### src/design/gauge_pkg.sv
// constants, register map and encodings for the capacity gauge register bank
// Notes on behaviour
// - available count rises on valid charge, falls on discharge and self-discharge.
// - any reset clears both bytes of the available count.
// - pack-type tag is plain host storage with no effect on behaviour.
// - software reset loads learned capacity with the program-pin full count; hardware reset loads zero.
// - with valid discharge set, first valid charge after empty warning loads tally.
// - tally below 0.94 of capacity gives 0.94 times previous capacity instead.
// - rate bits 6..4 show 000 below 0.5C, 001 to 2C, 010 above.
// - bit 2 sets on valid charge, clears on first discharge from full.
// - overload follows rate above 2C, clears 0.5 s later; blocks empty sampling.
// - pull-down register bit n-1 marks pull-down on segment n; bits 7..5 reserved.
// - pull-up register bit n-1 marks pull-up on segment n; bits 7..5 reserved.
// - learning needs full-to-empty discharge, no charge, temp >= 0C, self-discharge <= 6%.
// - charge count steps per valid charge, once only while count above 0.94 capacity.
// - charge count saturates at 255; stale flag set on reaching 64.
// - a learned-capacity update by learning clears the charge count and the stale flag; a host write clears neither.
// - cell voltage reading refreshed about once per second.
// - threshold sets first empty point; final point 25mV lower; resets to A2h.
// - rate-compensated value only falls in discharge, tracks count in charge.
// - temp-compensated value derives from rate value, lower below 10C.
// - charge is valid only above threshold; discharge cancels valid charge.
// - first empty warning latches on low voltage under 2C until valid charge.
package gauge_pkg;
  // ==========================================================
  // register offsets
  localparam logic [5:0] ADDR_NAC_HIGH = 6'h03;
  localparam logic [5:0] ADDR_PACK_TAG = 6'h04;
  localparam logic [5:0] ADDR_LEARNED = 6'h05;
  localparam logic [5:0] ADDR_FLAGS2 = 6'h06;
  localparam logic [5:0] ADDR_PULLDOWN = 6'h07;
  localparam logic [5:0] ADDR_PULLUP = 6'h08;
  localparam logic [5:0] ADDR_CHARGES = 6'h09;
  localparam logic [5:0] ADDR_CELL_V = 6'h0B;
  localparam logic [5:0] ADDR_THRESH = 6'h0C;
  localparam logic [5:0] ADDR_TEMP_CAP = 6'h0D;
  localparam logic [5:0] ADDR_RATE_CAP = 6'h0E;
  localparam logic [5:0] ADDR_NAC_LOW = 6'h17;
  // ==========================================================
  // field positions and reset values
  localparam int FLAG_RATE_LSB = 4;
  localparam int FLAG_TEST_BIT = 3;
  localparam int FLAG_VALID_CHG = 2;
  localparam int FLAG_OVERLOAD = 0;
  localparam logic [7:0] THRESH_RESET = 8'hA2;
  localparam logic [7:0] ZERO_RESET = 8'h00;
  localparam logic [7:0] COUNT_MAX = 8'hFF;
  localparam logic [7:0] STALE_AT = 8'h40;
  localparam logic [7:0] FINAL_OFFSET = 8'h05; // 25mV at 1.2V/256 per step, rounded
  localparam logic [2:0] RATE_LOW = 3'h0;
  localparam logic [2:0] RATE_MID = 3'h1;
  localparam logic [2:0] RATE_HIGH = 3'h2;
  // ==========================================================
  // timing
  localparam longint CLK_HZ = 125000000;
  localparam int OVERLOAD_FLAG_HOLD_MS = 500;
  localparam int VSAMPLE_MS = 1000;
  localparam longint OVERLOAD_FLAG_HOLD_CYC = CLK_HZ * OVERLOAD_FLAG_HOLD_MS / 1000;
  localparam longint VSAMPLE_CYC = CLK_HZ * VSAMPLE_MS / 1000;
  typedef enum logic [1:0] {ACT_IDLE, ACT_CHARGE, ACT_DISCHARGE} activity_t;
endpackage

### src/design/capacity_gauge_register_bank.sv
// capacity accounting and register bank of the charge gauge
module capacity_gauge_register_bank
  import gauge_pkg::*;
#(
  parameter int unsigned OVERLOAD_FLAG_CYCLES = 32'(OVERLOAD_FLAG_HOLD_CYC),
  parameter int unsigned SAMPLE_CYCLES = 32'(VSAMPLE_CYC)
) (
  input wire logic ref_clk, // device clock
  input wire logic reset, // async, active high
  input wire logic clk_en, // freezes all state while low
  input wire logic soft_reset, // software reset request, one-cycle pulse
  input wire logic charge_pulse, // one charge count quantum, pin domain
  input wire logic discharge_pulse, // one discharge count quantum, pin domain
  input wire logic self_dis_pulse, // self-discharge decrement request
  input wire logic above_charge_thresh, // offset-corrected sense above valid level, pin
  input wire logic [2:0] rate_class, // measured discharge regime, pin domain
  input wire logic temp_below_zero, // temperature under 0C
  input wire logic temp_below_ten, // temperature under 10C
  input wire logic [7:0] cell_sample, // digitised cell voltage
  input wire logic [7:0] rate_comp_count, // count after rate compensation
  input wire logic [7:0] temp_comp_count, // rate value after temperature compensation
  input wire logic [4:0] seg_pulldown, // pull-down seen on segments 1..5
  input wire logic [4:0] seg_pullup, // pull-up seen on segments 1..5
  input wire logic [7:0] programmed_full_count, // full count from program pins
  input wire logic reg_wr, // host write strobe
  input wire logic [5:0] reg_addr, // host register address
  input wire logic [7:0] reg_wdata, // host write data
  output logic [7:0] reg_rdata_q, // host read data, registered
  output logic first_empty_warning_q, // first empty warning
  output logic final_empty_warning_q, // final empty warning
  output logic learned_value_stale_flag_q, // stale-capacity flag
  output logic valid_discharge_flag_q // valid discharge tracking flag
);
  // ==========================================================
  // input synchronisers
  logic [12:0] sync1_q, sync2_q;
  logic chg_d1_q, dis_d1_q;
  always_ff @(posedge ref_clk or posedge reset) begin
    if (reset) begin
      sync1_q <= '0;
      sync2_q <= '0;
      chg_d1_q <= 1'b0;
      dis_d1_q <= 1'b0;
    end else if (clk_en) begin
      sync1_q <= {cell_sample[0], temp_below_ten, temp_below_zero, self_dis_pulse,
                  rate_class, above_charge_thresh, discharge_pulse, charge_pulse,
                  3'h0};
      sync2_q <= sync1_q;
      chg_d1_q <= sync2_q[3];
      dis_d1_q <= sync2_q[4];
    end
  end
  logic chg_evt, dis_evt, sd_evt, chg_valid, cold0, cold10;
  logic [2:0] rate_s;
  assign chg_evt = sync2_q[3] & ~chg_d1_q;
  assign dis_evt = sync2_q[4] & ~dis_d1_q;
  assign rate_s = sync2_q[8:6];
  assign sd_evt = sync2_q[9];
  assign cold0 = sync2_q[10];
  assign cold10 = sync2_q[11];
  // discharge activity cancels a valid charge
  assign chg_valid = chg_evt & sync2_q[5] & ~dis_evt;
  // slow multibit buses: two-stage synchronised as whole words
  logic [7:0] cell1_q, cell2_q, rc1_q, rc2_q, tc1_q, tc2_q;
  always_ff @(posedge ref_clk or posedge reset) begin
    if (reset) begin
      cell1_q <= '0;
      cell2_q <= '0;
      rc1_q <= '0;
      rc2_q <= '0;
      tc1_q <= '0;
      tc2_q <= '0;
    end else if (clk_en) begin
      cell1_q <= cell_sample;
      cell2_q <= cell1_q;
      rc1_q <= rate_comp_count;
      rc2_q <= rc1_q;
      tc1_q <= temp_comp_count;
      tc2_q <= tc1_q;
    end
  end

  // ==========================================================
  // software reset and 0.94 scaling
  logic dev_rst;
  assign dev_rst = soft_reset;
  function automatic logic [7:0] scale94(input logic [7:0] v);
    logic [15:0] p;
    p = 16'(v) * 16'h00F0;
    return p[15:8];
  endfunction

  // ==========================================================
  // available charge count
  logic [15:0] nac_q;
  logic [7:0] learned_q;
  always_ff @(posedge ref_clk or posedge reset) begin
    if (reset) begin
      nac_q <= '0;
    end else if (clk_en) begin
      if (dev_rst) begin
        nac_q <= '0;
      end else if (reg_wr && reg_addr == ADDR_NAC_HIGH) begin
        nac_q[15:8] <= reg_wdata;
      end else if (reg_wr && reg_addr == ADDR_NAC_LOW) begin
        nac_q[7:0] <= reg_wdata;
      end else if (chg_valid && nac_q != 16'hFFFF) begin
        nac_q <= nac_q + 16'h0001;
      end else if ((dis_evt || sd_evt) && nac_q != 16'h0000) begin
        nac_q <= nac_q - 16'h0001;
      end
    end
  end
  logic at_full, above94;
  assign at_full = nac_q[15:8] == learned_q;
  assign above94 = nac_q[15:8] > scale94(learned_q);

  // ==========================================================
  // discharge tally, valid discharge flag and learning
  logic [7:0] tally_q, sd_start_q, charges_q;
  logic learn_evt, stale_q, empty_trip, final_trip;
  assign learn_evt = chg_valid & first_empty_warning_q & valid_discharge_flag_q;
  always_ff @(posedge ref_clk or posedge reset) begin
    if (reset) begin
      valid_discharge_flag_q <= 1'b0;
      tally_q <= '0;
      sd_start_q <= '0;
    end else if (clk_en) begin
      if (dev_rst || learn_evt) begin
        valid_discharge_flag_q <= 1'b0;
      end else if (dis_evt && at_full) begin
        valid_discharge_flag_q <= 1'b1;
        tally_q <= '0;
        sd_start_q <= nac_q[15:8];
      end else if (valid_discharge_flag_q) begin
        if (chg_valid && !first_empty_warning_q) begin
          valid_discharge_flag_q <= 1'b0;
        end else if (nac_q[15:8] < scale94(sd_start_q) && sd_evt) begin
          valid_discharge_flag_q <= 1'b0;
        end else if (cold0 && !first_empty_warning_q && empty_trip) begin
          valid_discharge_flag_q <= 1'b0;
        end else if (dis_evt && !first_empty_warning_q && tally_q != COUNT_MAX) begin
          tally_q <= tally_q + 8'h01;
        end
      end
    end
  end
  logic learn_write;
  assign learn_write = reg_wr && reg_addr == ADDR_LEARNED;
  always_ff @(posedge ref_clk or posedge reset) begin
    if (reset) begin
      learned_q <= '0;
    end else if (clk_en) begin
      if (dev_rst) begin
        learned_q <= programmed_full_count;
      end else if (learn_write) begin
        learned_q <= reg_wdata;
      end else if (learn_evt) begin
        if (tally_q < scale94(learned_q)) begin
          learned_q <= scale94(learned_q);
        end else begin
          learned_q <= tally_q;
        end
      end
    end
  end

  // ==========================================================
  // charge cycle counter and stale flag
  logic cpi_armed_q;
  always_ff @(posedge ref_clk or posedge reset) begin
    if (reset) begin
      charges_q <= '0;
      stale_q <= 1'b1;
      cpi_armed_q <= 1'b1;
    end else if (clk_en) begin
      if (dev_rst) begin
        charges_q <= '0;
        stale_q <= 1'b1;
        cpi_armed_q <= 1'b1;
      end else if (learn_evt) begin
        charges_q <= '0;
        stale_q <= 1'b0;
      end else begin
        if (!above94) begin
          cpi_armed_q <= 1'b1;
        end
        if (chg_valid && (cpi_armed_q || !above94)) begin
          if (charges_q != COUNT_MAX) begin
            charges_q <= charges_q + 8'h01;
          end
          if (charges_q + 8'h01 == STALE_AT) begin
            stale_q <= 1'b1;
          end
          if (above94) begin
            cpi_armed_q <= 1'b0;
          end
        end
      end
    end
  end
  always_ff @(posedge ref_clk or posedge reset) begin
    if (reset) begin
      learned_value_stale_flag_q <= 1'b1;
    end else if (clk_en) begin
      learned_value_stale_flag_q <= stale_q;
    end
  end

  // ==========================================================
  // rate flags, overload and empty warnings
  logic [2:0] rate_q;
  logic overload_q, vq_q;
  logic [31:0] overload_flag_cnt_q;
  always_ff @(posedge ref_clk or posedge reset) begin
    if (reset) begin
      rate_q <= RATE_LOW;
      overload_q <= 1'b0;
      overload_flag_cnt_q <= '0;
    end else if (clk_en) begin
      rate_q <= rate_s;
      if (rate_s == RATE_HIGH) begin
        overload_q <= 1'b1;
        overload_flag_cnt_q <= OVERLOAD_FLAG_CYCLES;
      end else if (overload_flag_cnt_q > 32'd1) begin
        overload_flag_cnt_q <= overload_flag_cnt_q - 32'd1;
      end else begin
        overload_flag_cnt_q <= '0;
        overload_q <= 1'b0;
      end
    end
  end
  // sampling runs about once per second; overload suspends empty detection
  logic [31:0] samp_cnt_q;
  logic [7:0] cell_q, thresh_q;
  assign empty_trip = cell_q < thresh_q;
  assign final_trip = cell_q < (thresh_q - FINAL_OFFSET);
  always_ff @(posedge ref_clk or posedge reset) begin
    if (reset) begin
      samp_cnt_q <= '0;
      cell_q <= '0;
    end else if (clk_en) begin
      if (samp_cnt_q >= SAMPLE_CYCLES - 1) begin
        samp_cnt_q <= '0;
        cell_q <= cell2_q;
      end else begin
        samp_cnt_q <= samp_cnt_q + 32'd1;
      end
    end
  end
  always_ff @(posedge ref_clk or posedge reset) begin
    if (reset) begin
      first_empty_warning_q <= 1'b0;
      final_empty_warning_q <= 1'b0;
    end else if (clk_en) begin
      if (dev_rst || chg_valid) begin
        first_empty_warning_q <= 1'b0;
        final_empty_warning_q <= 1'b0;
      end
      if (!dev_rst && !overload_q && rate_q != RATE_HIGH) begin
        if (empty_trip) first_empty_warning_q <= 1'b1;
        if (empty_trip && final_trip) final_empty_warning_q <= 1'b1;
      end
    end
  end
  always_ff @(posedge ref_clk or posedge reset) begin
    if (reset) begin
      vq_q <= 1'b0;
    end else if (clk_en) begin
      if (dev_rst || (dis_evt && at_full)) begin
        vq_q <= 1'b0;
      end else if (chg_valid) begin
        vq_q <= 1'b1;
      end
    end
  end

  // ==========================================================
  // host storage, compensated capacities
  logic [7:0] pack_tag_q, rate_cap_q, temp_cap_q;
  always_ff @(posedge ref_clk) begin
    if (clk_en && reg_wr && reg_addr == ADDR_PACK_TAG) begin
      pack_tag_q <= reg_wdata;
    end
  end
  always_ff @(posedge ref_clk or posedge reset) begin
    if (reset) begin
      thresh_q <= THRESH_RESET;
    end else if (clk_en) begin
      if (dev_rst) thresh_q <= THRESH_RESET;
      else if (reg_wr && reg_addr == ADDR_THRESH) thresh_q <= reg_wdata;
    end
  end
  always_ff @(posedge ref_clk or posedge reset) begin
    if (reset) begin
      rate_cap_q <= '0;
      temp_cap_q <= '0;
    end else if (clk_en) begin
      if (dev_rst) begin
        rate_cap_q <= '0;
      end else if (chg_valid) begin
        rate_cap_q <= nac_q[15:8];
      end else if (rc2_q < rate_cap_q) begin
        rate_cap_q <= rc2_q;
      end
      // the host read port returns this; never above the rate value held in the cycle before
      temp_cap_q <= (cold10 && tc2_q < rate_cap_q) ? tc2_q : rate_cap_q;
    end
  end

  // ==========================================================
  // host read port
  logic [7:0] flags2;
  assign flags2 = {1'b0, rate_q, sync2_q[5], vq_q, 1'b0, overload_q};
  always_ff @(posedge ref_clk or posedge reset) begin
    if (reset) begin
      reg_rdata_q <= '0;
    end else if (clk_en) begin
      case (reg_addr)
        ADDR_NAC_HIGH: reg_rdata_q <= nac_q[15:8];
        ADDR_NAC_LOW: reg_rdata_q <= nac_q[7:0];
        ADDR_PACK_TAG: reg_rdata_q <= pack_tag_q;
        ADDR_LEARNED: reg_rdata_q <= learned_q;
        ADDR_FLAGS2: reg_rdata_q <= flags2;
        ADDR_PULLDOWN: reg_rdata_q <= {3'h0, seg_pulldown};
        ADDR_PULLUP: reg_rdata_q <= {3'h0, seg_pullup};
        ADDR_CHARGES: reg_rdata_q <= charges_q;
        ADDR_CELL_V: reg_rdata_q <= cell_q;
        ADDR_THRESH: reg_rdata_q <= thresh_q;
        ADDR_TEMP_CAP: reg_rdata_q <= temp_cap_q;
        ADDR_RATE_CAP: reg_rdata_q <= rate_cap_q;
        default: reg_rdata_q <= ZERO_RESET;
      endcase
    end
  end
endmodule // capacity_gauge_register_bank

### config.mk
export PLATFORM = sky130hd
export DESIGN_NAME = capacity_gauge_register_bank
export DESIGN_NICKNAME = d
export VERILOG_FILES = /design/src/design/gauge_pkg.sv /design/src/design/capacity_gauge_register_bank.sv
export SDC_FILE = /design/constraint.sdc
export NUM_CORES = 1
export LEC_CHECK = 0
export BUFFER_PORTS_ARGS = -buffer_cell sky130_fd_sc_hd__buf_2
export CAP_MARGIN = 20
export CORE_MARGIN = 3
export CORE_UTILIZATION = 30
export CTS_BUF_LIST = sky130_fd_sc_hd__clkbuf_4 sky130_fd_sc_hd__clkbuf_8
export CTS_CLUSTER_DIAMETER = 40
export DETAILED_ROUTE_END_ITERATION = 8
export GPL_TIMING_DRIVEN = 0
export HOLD_SLACK_MARGIN = 0.06
export MAX_ROUTING_LAYER = met4
export SKIP_LAST_GASP = 1
export SLEW_MARGIN = 10
export SYNTH_ARGS = -nofsm -noshare
export SYNTH_HDL_FRONTEND = slang
export SYNTH_SLANG_ARGS = --single-unit
### constraint.sdc
create_clock -name ref_clk -period 12.9 [get_ports ref_clk]
set_clock_uncertainty 0.15 [all_clocks]
set_input_delay 1.935 -clock ref_clk [delete_from_list [all_inputs] [get_ports ref_clk]]
set_output_delay 1.935 -clock ref_clk [all_outputs]
set_load 0.02 [all_outputs]
Word-level counts from Yosys, hierarchy flattened
Index checks and enable logic that the tools add are counted.
{"block": "op_classes", "n_addsub": 7, "n_mul": 2, "magnitude_cmp": 9, "n_eq_ne": 26, "mux": 56, "n_bitwise": 10, "n_reduce_logical": 54}
{"cell": "two-way mux 8 bit", "n": 24}
{"cell": "two-way mux 32 bit", "n": 3}
{"cell": "case mux 8 bit (12 select lines)", "n": 1}
{"cell": "< comparator 8 bit", "n": 6}
{"cell": "two-way mux 16 bit", "n": 3}
{"cell": "== test 6 x 4 -> 1 bit, second input constant", "n": 6}
{"cell": "adder 32 x 1 -> 32 bit, second input constant", "n": 1}
{"cell": ">= comparator 32 x 27 -> 1 bit, second input constant", "n": 1}
{"cell": "> comparator 32 x 1 -> 1 bit, second input constant", "n": 1}
{"cell": "subtractor 32 x 1 -> 32 bit, second input constant", "n": 1}
{"cell": "two-way mux 1 bit", "n": 25}
{"cell": "== test 6 x 3 -> 1 bit, second input constant", "n": 4}
{"cell": "multiplier 8 x 4 -> 12 bit, second input constant", "n": 2}
{"cell": "logical AND 1 bit", "n": 20}
{"cell": "adder 16 x 1 -> 16 bit, second input constant", "n": 1}
{"cell": "adder 8 x 1 -> 8 bit, second input constant", "n": 2}
{"cell": "inequality test 16 bit, second input constant", "n": 1}
{"cell": "inequality test 8 bit, second input constant", "n": 2}
{"cell": "nonzero test 16 bit", "n": 1}
{"cell": "subtractor 16 x 1 -> 16 bit, second input constant", "n": 1}
{"cell": "AND reduction 3 bit", "n": 5}
{"cell": "nonzero test 3 bit", "n": 5}
{"cell": "AND reduction 2 bit", "n": 7}
{"cell": "== test 8 x 7 -> 1 bit, second input constant", "n": 1}
{"cell": "other kinds (17)", "n": 40}
{"block": "word_totals", "ff_bits": 239, "in_bits": 70, "output_inout_bits": 12, "word_cells": 197}

Depth between registers and ports, before layout
{"block": "logic_depth", "ltp_word": 10, "mapped_depth": 23, "depth_no_buf": 23}

Worst setup path after synthesis
Ideal clock, no wire load.
{"block": "synth_path", "path_kind": "register -> register", "startpoint": "reg learned_q[0]", "endpoint": "reg charges_q[5]", "t_arrival_ns": 5.149, "required_time_ns": 12.681, "path_slack_ns": 7.532, "stages_incl_launch_ff": 22, "synth_period_minus_slack_ns": 5.368, "cell_sequence": "dfrtp_1 -> fa_1 -> inv_1 -> fa_1 -> inv_1 -> ha_1 -> a211o_2 -> and2_2 -> o21ai_0 -> and2b_2 -> xor2_1 -> ha_1 -> a21oi_1 -> o21ai_0 -> o21a_1 -> maj3_2 -> maj3_2 -> a31oi_1 -> nor3_1 -> buf_2 -> or4_1 -> nand3_1"}
{"block": "synth_via", "elab_chain_cells": 7}
{"element": "from (decl)", "line": "capacity_gauge_register_bank.sv:96", "source": "logic [7:0] learned_q;"}
{"element": "from (signal assigned)", "line": "capacity_gauge_register_bank.sv:155", "source": "learned_q <= programmed_full_count;"}
{"element": "from (signal assigned)", "line": "capacity_gauge_register_bank.sv:157", "source": "learned_q <= reg_wdata;"}
{"element": "from (signal assigned)", "line": "capacity_gauge_register_bank.sv:160", "source": "learned_q <= scale94(learned_q);"}
{"element": "multiplier 8 x 4 -> 12 bit", "line": "capacity_gauge_register_bank.sv:89", "source": "p = 16'(v) * 16'h00F0;"}
{"element": "> comparator 8 bit", "line": "capacity_gauge_register_bank.sv:116", "source": "assign above94 = nac_q[15:8] > scale94(learned_q);"}
{"element": "logical NOT 1 bit", "line": "capacity_gauge_register_bank.sv:188", "source": "if (chg_valid && (cpi_armed_q || !above94)) begin"}
{"element": "logical OR 1 bit", "line": "capacity_gauge_register_bank.sv:188"}
{"element": "logical AND 1 bit", "line": "capacity_gauge_register_bank.sv:188"}
{"element": "nonzero test 3 bit (no source line)"}
{"element": "AND reduction 3 bit (no source line)"}
{"element": "to (signal assigned)", "line": "capacity_gauge_register_bank.sv:190", "source": "charges_q <= charges_q + 8'h01;"}
{"element": "to (decl)", "line": "capacity_gauge_register_bank.sv:120", "source": "logic [7:0] tally_q, sd_start_q, charges_q;"}
Every way passes these cells.
A chain may end at the register's enable or synchronous reset.

Final worst setup path
Same ends and word-level chain as after synthesis.

==> results.json <==
{
  "critical_path_peak_fanout": 10,
  "maxCapViolCount": 0,
  "initialDrtViolationCount": 1212,
  "max-clock-path-buffers": 3,
  "worst-setup-path-type": "reg -> reg",
  "synth_largest_type_area_fraction_pct": 38.10,
  "timing.final.hold_violations": 0,
  "fin_crit_sh_pct": 47.87,
  "synth.yosys.warnings": 0,
  "synthTopCellsByArea": "dfrtp_1 38%, ha_1 7.8%, mux2_2 6.9%",
  "tritoncts": "built",
  "p_leak_nw": 7.596,
  "clkSinkCount": 239,
  "place_hpwl_mm": 33.93,
  "number_of_global_route_vias_before_repair": 12740,
  "layout_min_cycle_time_ps": 6175,
  "finalMaxSlewViolations": 0,
  "worst-endpoint-arrival_ps": 6550,
  "finalWorstSetupSlack_ps": 6725,
  "cts-buffers-inserted": 48,
  "postCtsHoldBufs": 0,
  "first_pass_grt_wire_length_mm": 72.54,
  "async_reset_ff_share_pct": 96.65,
  "total_grt_usage_pct": 17.93,
  "share_of_final_layout_standard_cells_stronger_than_drive_strength_1_pct": 18.34,
  "num-fill-cells": 4928,
  "worst_case_headroom_to_the_max_slew_limit_pct": 27.44,
  "pwr_density_cell_nw_per_um2": 205.6,
  "cts.reportedPaths.clkPinSlew_ps": 60,
  "max_clock_freq_mhz": 161.9,
  "top_layer_used": "met4",
  "dieHeight_um": 228.0,
  "clk_root_buffer_cell": "clkbuf_8",
  "synth_cell_types": 82,
  "drt-total-wl_mm": 45.32,
  "met1_length_mm": 20.44,
  "fin_cells": 2344,
  "overflow": 0,
  "tns_ps": 0,
  "clock_latency_ps": 620,
  "via_per_inst": 5.325,
  "critPathLaunchType": "flop",
  "worst_setup_path_end_kind": "flop",
  "layout.nets": 1836,
  "synthesis.area_per_instance_um2": 9.755,
  "grt_antenna_before_repair": 4,
  "vias": 12480,
  "yosysTopAreaCell": "dfrtp_1",
  "synth_cells": 1515,
  "post-place-cells": 2255,
  "core_footprint_um2": 48250,
  "port-buffer-count": 80,
  "synth_ff_type": "dfrtp_1",
  "synth_most_common_cell": "dfrtp_1",
  "wl_per_cell_um": 19.33,
  "total_power_mw": 3.537,
  "post_cts.repair.setup_buffers": 0,
  "status": "complete, no violations",
  "met2_wirelength_mm": 20.11,
  "gp_routability_congestion": 0.9250,
  "pin_count_of_the_biggest_net_entering_global_routing": 115,
  "initial_utilization_pct": 30.63,
  "grt_setup_unrepaired": "no",
  "pre_cts_slack_ps": 6821,
  "number_of_core_rows": 80,
  "die_area_um2": 51960,
  "final_setup_viols": 0,
  "layout_stage_area_growth_over_the_synthesis_result_pct": 16.40,
  "yosys-top-cells-count": "225 x dfrtp_1, 130 x nand2_1, 125 x nor2_1, 108 x o21ai_0, 96 x inv_1",
  "num_io_pins": 82,
  "crit_required_ps": 13270,
  "synth.cell_area_um2": 14780,
  "detailroute.wirelength.met3_mm": 3.509,
  "postSynthRegisterBits": 239,
  "synth-seq-area-share_pct": 40.79,
  "antenna_left": 0,
  "syn-num-nets": 1702,
  "die_x_um": 228.0,
  "drcViolationCount": 0,
  "worst_hold_path_type": "reg -> reg",
  "tightest_slew_ps": 1074,
  "deepest_level_of_the_cts_h_tree": 2,
  "post_cts_resize_count": 0,
  "number_of_enable_flip_flop_cells_after_synthesis": 8,
  "drt_pass1_iterations": 7,
  "max-vdd-ir-drop_mv": 0.1520
}
-- through the flow --
stage	hold WS, ps	area, um^2	util (%)
2_1_floorplan	291.8	14780	-
3_3_place_gp	311.5	16000	33.16
3_5_place_dp	328.4	16080	33.32
4_1_cts	340.5	17200	35.64
5_1_grt	365.1	17200	35.66
6_report	339.9	17200	35.66
-- layer usage --
metal,vias to the layer above,track usage [%]
met5,-,-
met4,0,5.288
met3,99,3.393
met2,475,27.32
met1,6185,24.36
li1,5723,-
-- registers in the layout, summed over array words and instances (netlist names), 3 cells and up --
signal	cells
cell1_q	8
cell2_q	8
cell_q	8
charges_q	8
learned_q	8
nac_q	16
overload_flag_cnt_q	32
pack_tag_q	8
rate_cap_q	8
rate_q	3
rc1_q	8
rc2_q	8
reg_rdata_q	8
samp_cnt_q	32
sd_start_q	8
sync1_q	9
sync2_q	9
tally_q	8
tc1_q	8
tc2_q	8
temp_cap_q	8
thresh_q	8
-- placed cells by master, fill, tap and decap left out, drive strengths merged, types with 21 or more instances in the layout --
master  netlist  layout
dfrtp       225     225
clkbuf       59     132
nand2       130     130
nor2        125     125
o21ai       111     111
inv          97      97
mux2         93      93
ha           92      92
buf           2      86
a21oi        73      73
xnor2        41      41
nor3         37      37
nand3        33      33
mux2i        28      28
fa           25      25
xor2         22      22
nand4        21      21
-- critical path: stages (launching register included) --
cell and delay [ps]:
dfrtp_1 520, fa_1 610, inv_1 60, fa_1 480
inv_1 40, ha_1 280, a211o_2 350, and2_2 190
o21ai_0 200, and2b_2 180, xor2_1 420, ha_1 340
a21oi_1 140, o21ai_0 90, o21a_1 130, maj3_2 330
maj3_2 330, a31oi_1 320, nor3_1 120, buf_2 200
or4_1 500, nand3_1 90
-- report_power, final --
part	switching [mW]	internal, mW
Combinational	0.885	0.745
Sequential	0.142	0.873
Clock	0.351	0.541
-- cell families after synthesis --
logic type | count (synthesis) | synth area share (%)
xor gates and xnor gates | 63 | 3.784
muxes | 121 | 9.033
adders and majority gates | 123 | 11.65
DFF | 239 | 40.79
AOI/OAI and AO/OA | 350 | 15.41
and+or+nand+nor | 461 | 14.97
buffers and inverters | 158 | 4.368
-- path summary, 6_finish.rpt --
| check | to | from | cells after the start | slack (ps) |
|---|---|---|---|---|
| worst max-delay path | charges_q[5] | learned_q[0] | 21 | 6720 |
| worst min-delay path | overload_flag_cnt_q[14] | overload_flag_cnt_q[14] | 2 | 340 |
| worst max register to register | charges_q[5] | learned_q[0] | 21 | 6720 |
| worst min register to register | overload_flag_cnt_q[14] | overload_flag_cnt_q[14] | 2 | 340 |
| max in group asynchronous | nac_q[1] | reset | 4 | 10210 |
| min in group asynchronous | samp_cnt_q[10] | reset | 2 | 1100 |
-- area by class of cell --
| type | instances | area, um^2 | area share [%] |
|---|---|---|---|
| multi-input cells | 1118 | 8110 | 47.15 |
| flip-flops and latches | 239 | 6028 | 35.04 |
| clock buffers | 73 | 929.6 | 5.404 |
| well taps | 656 | 820.8 | 4.771 |
| repair buffers | 84 | 465.4 | 2.706 |
| inverters | 97 | 371.6 | 2.160 |
| plain buffers | 61 | 281.5 | 1.636 |
| clock inverters | 13 | 187.7 | 1.091 |
| diodes | 3 | 7.507 | 0.04364 |
No activity file was read; power rests on OpenSTA's default activity.
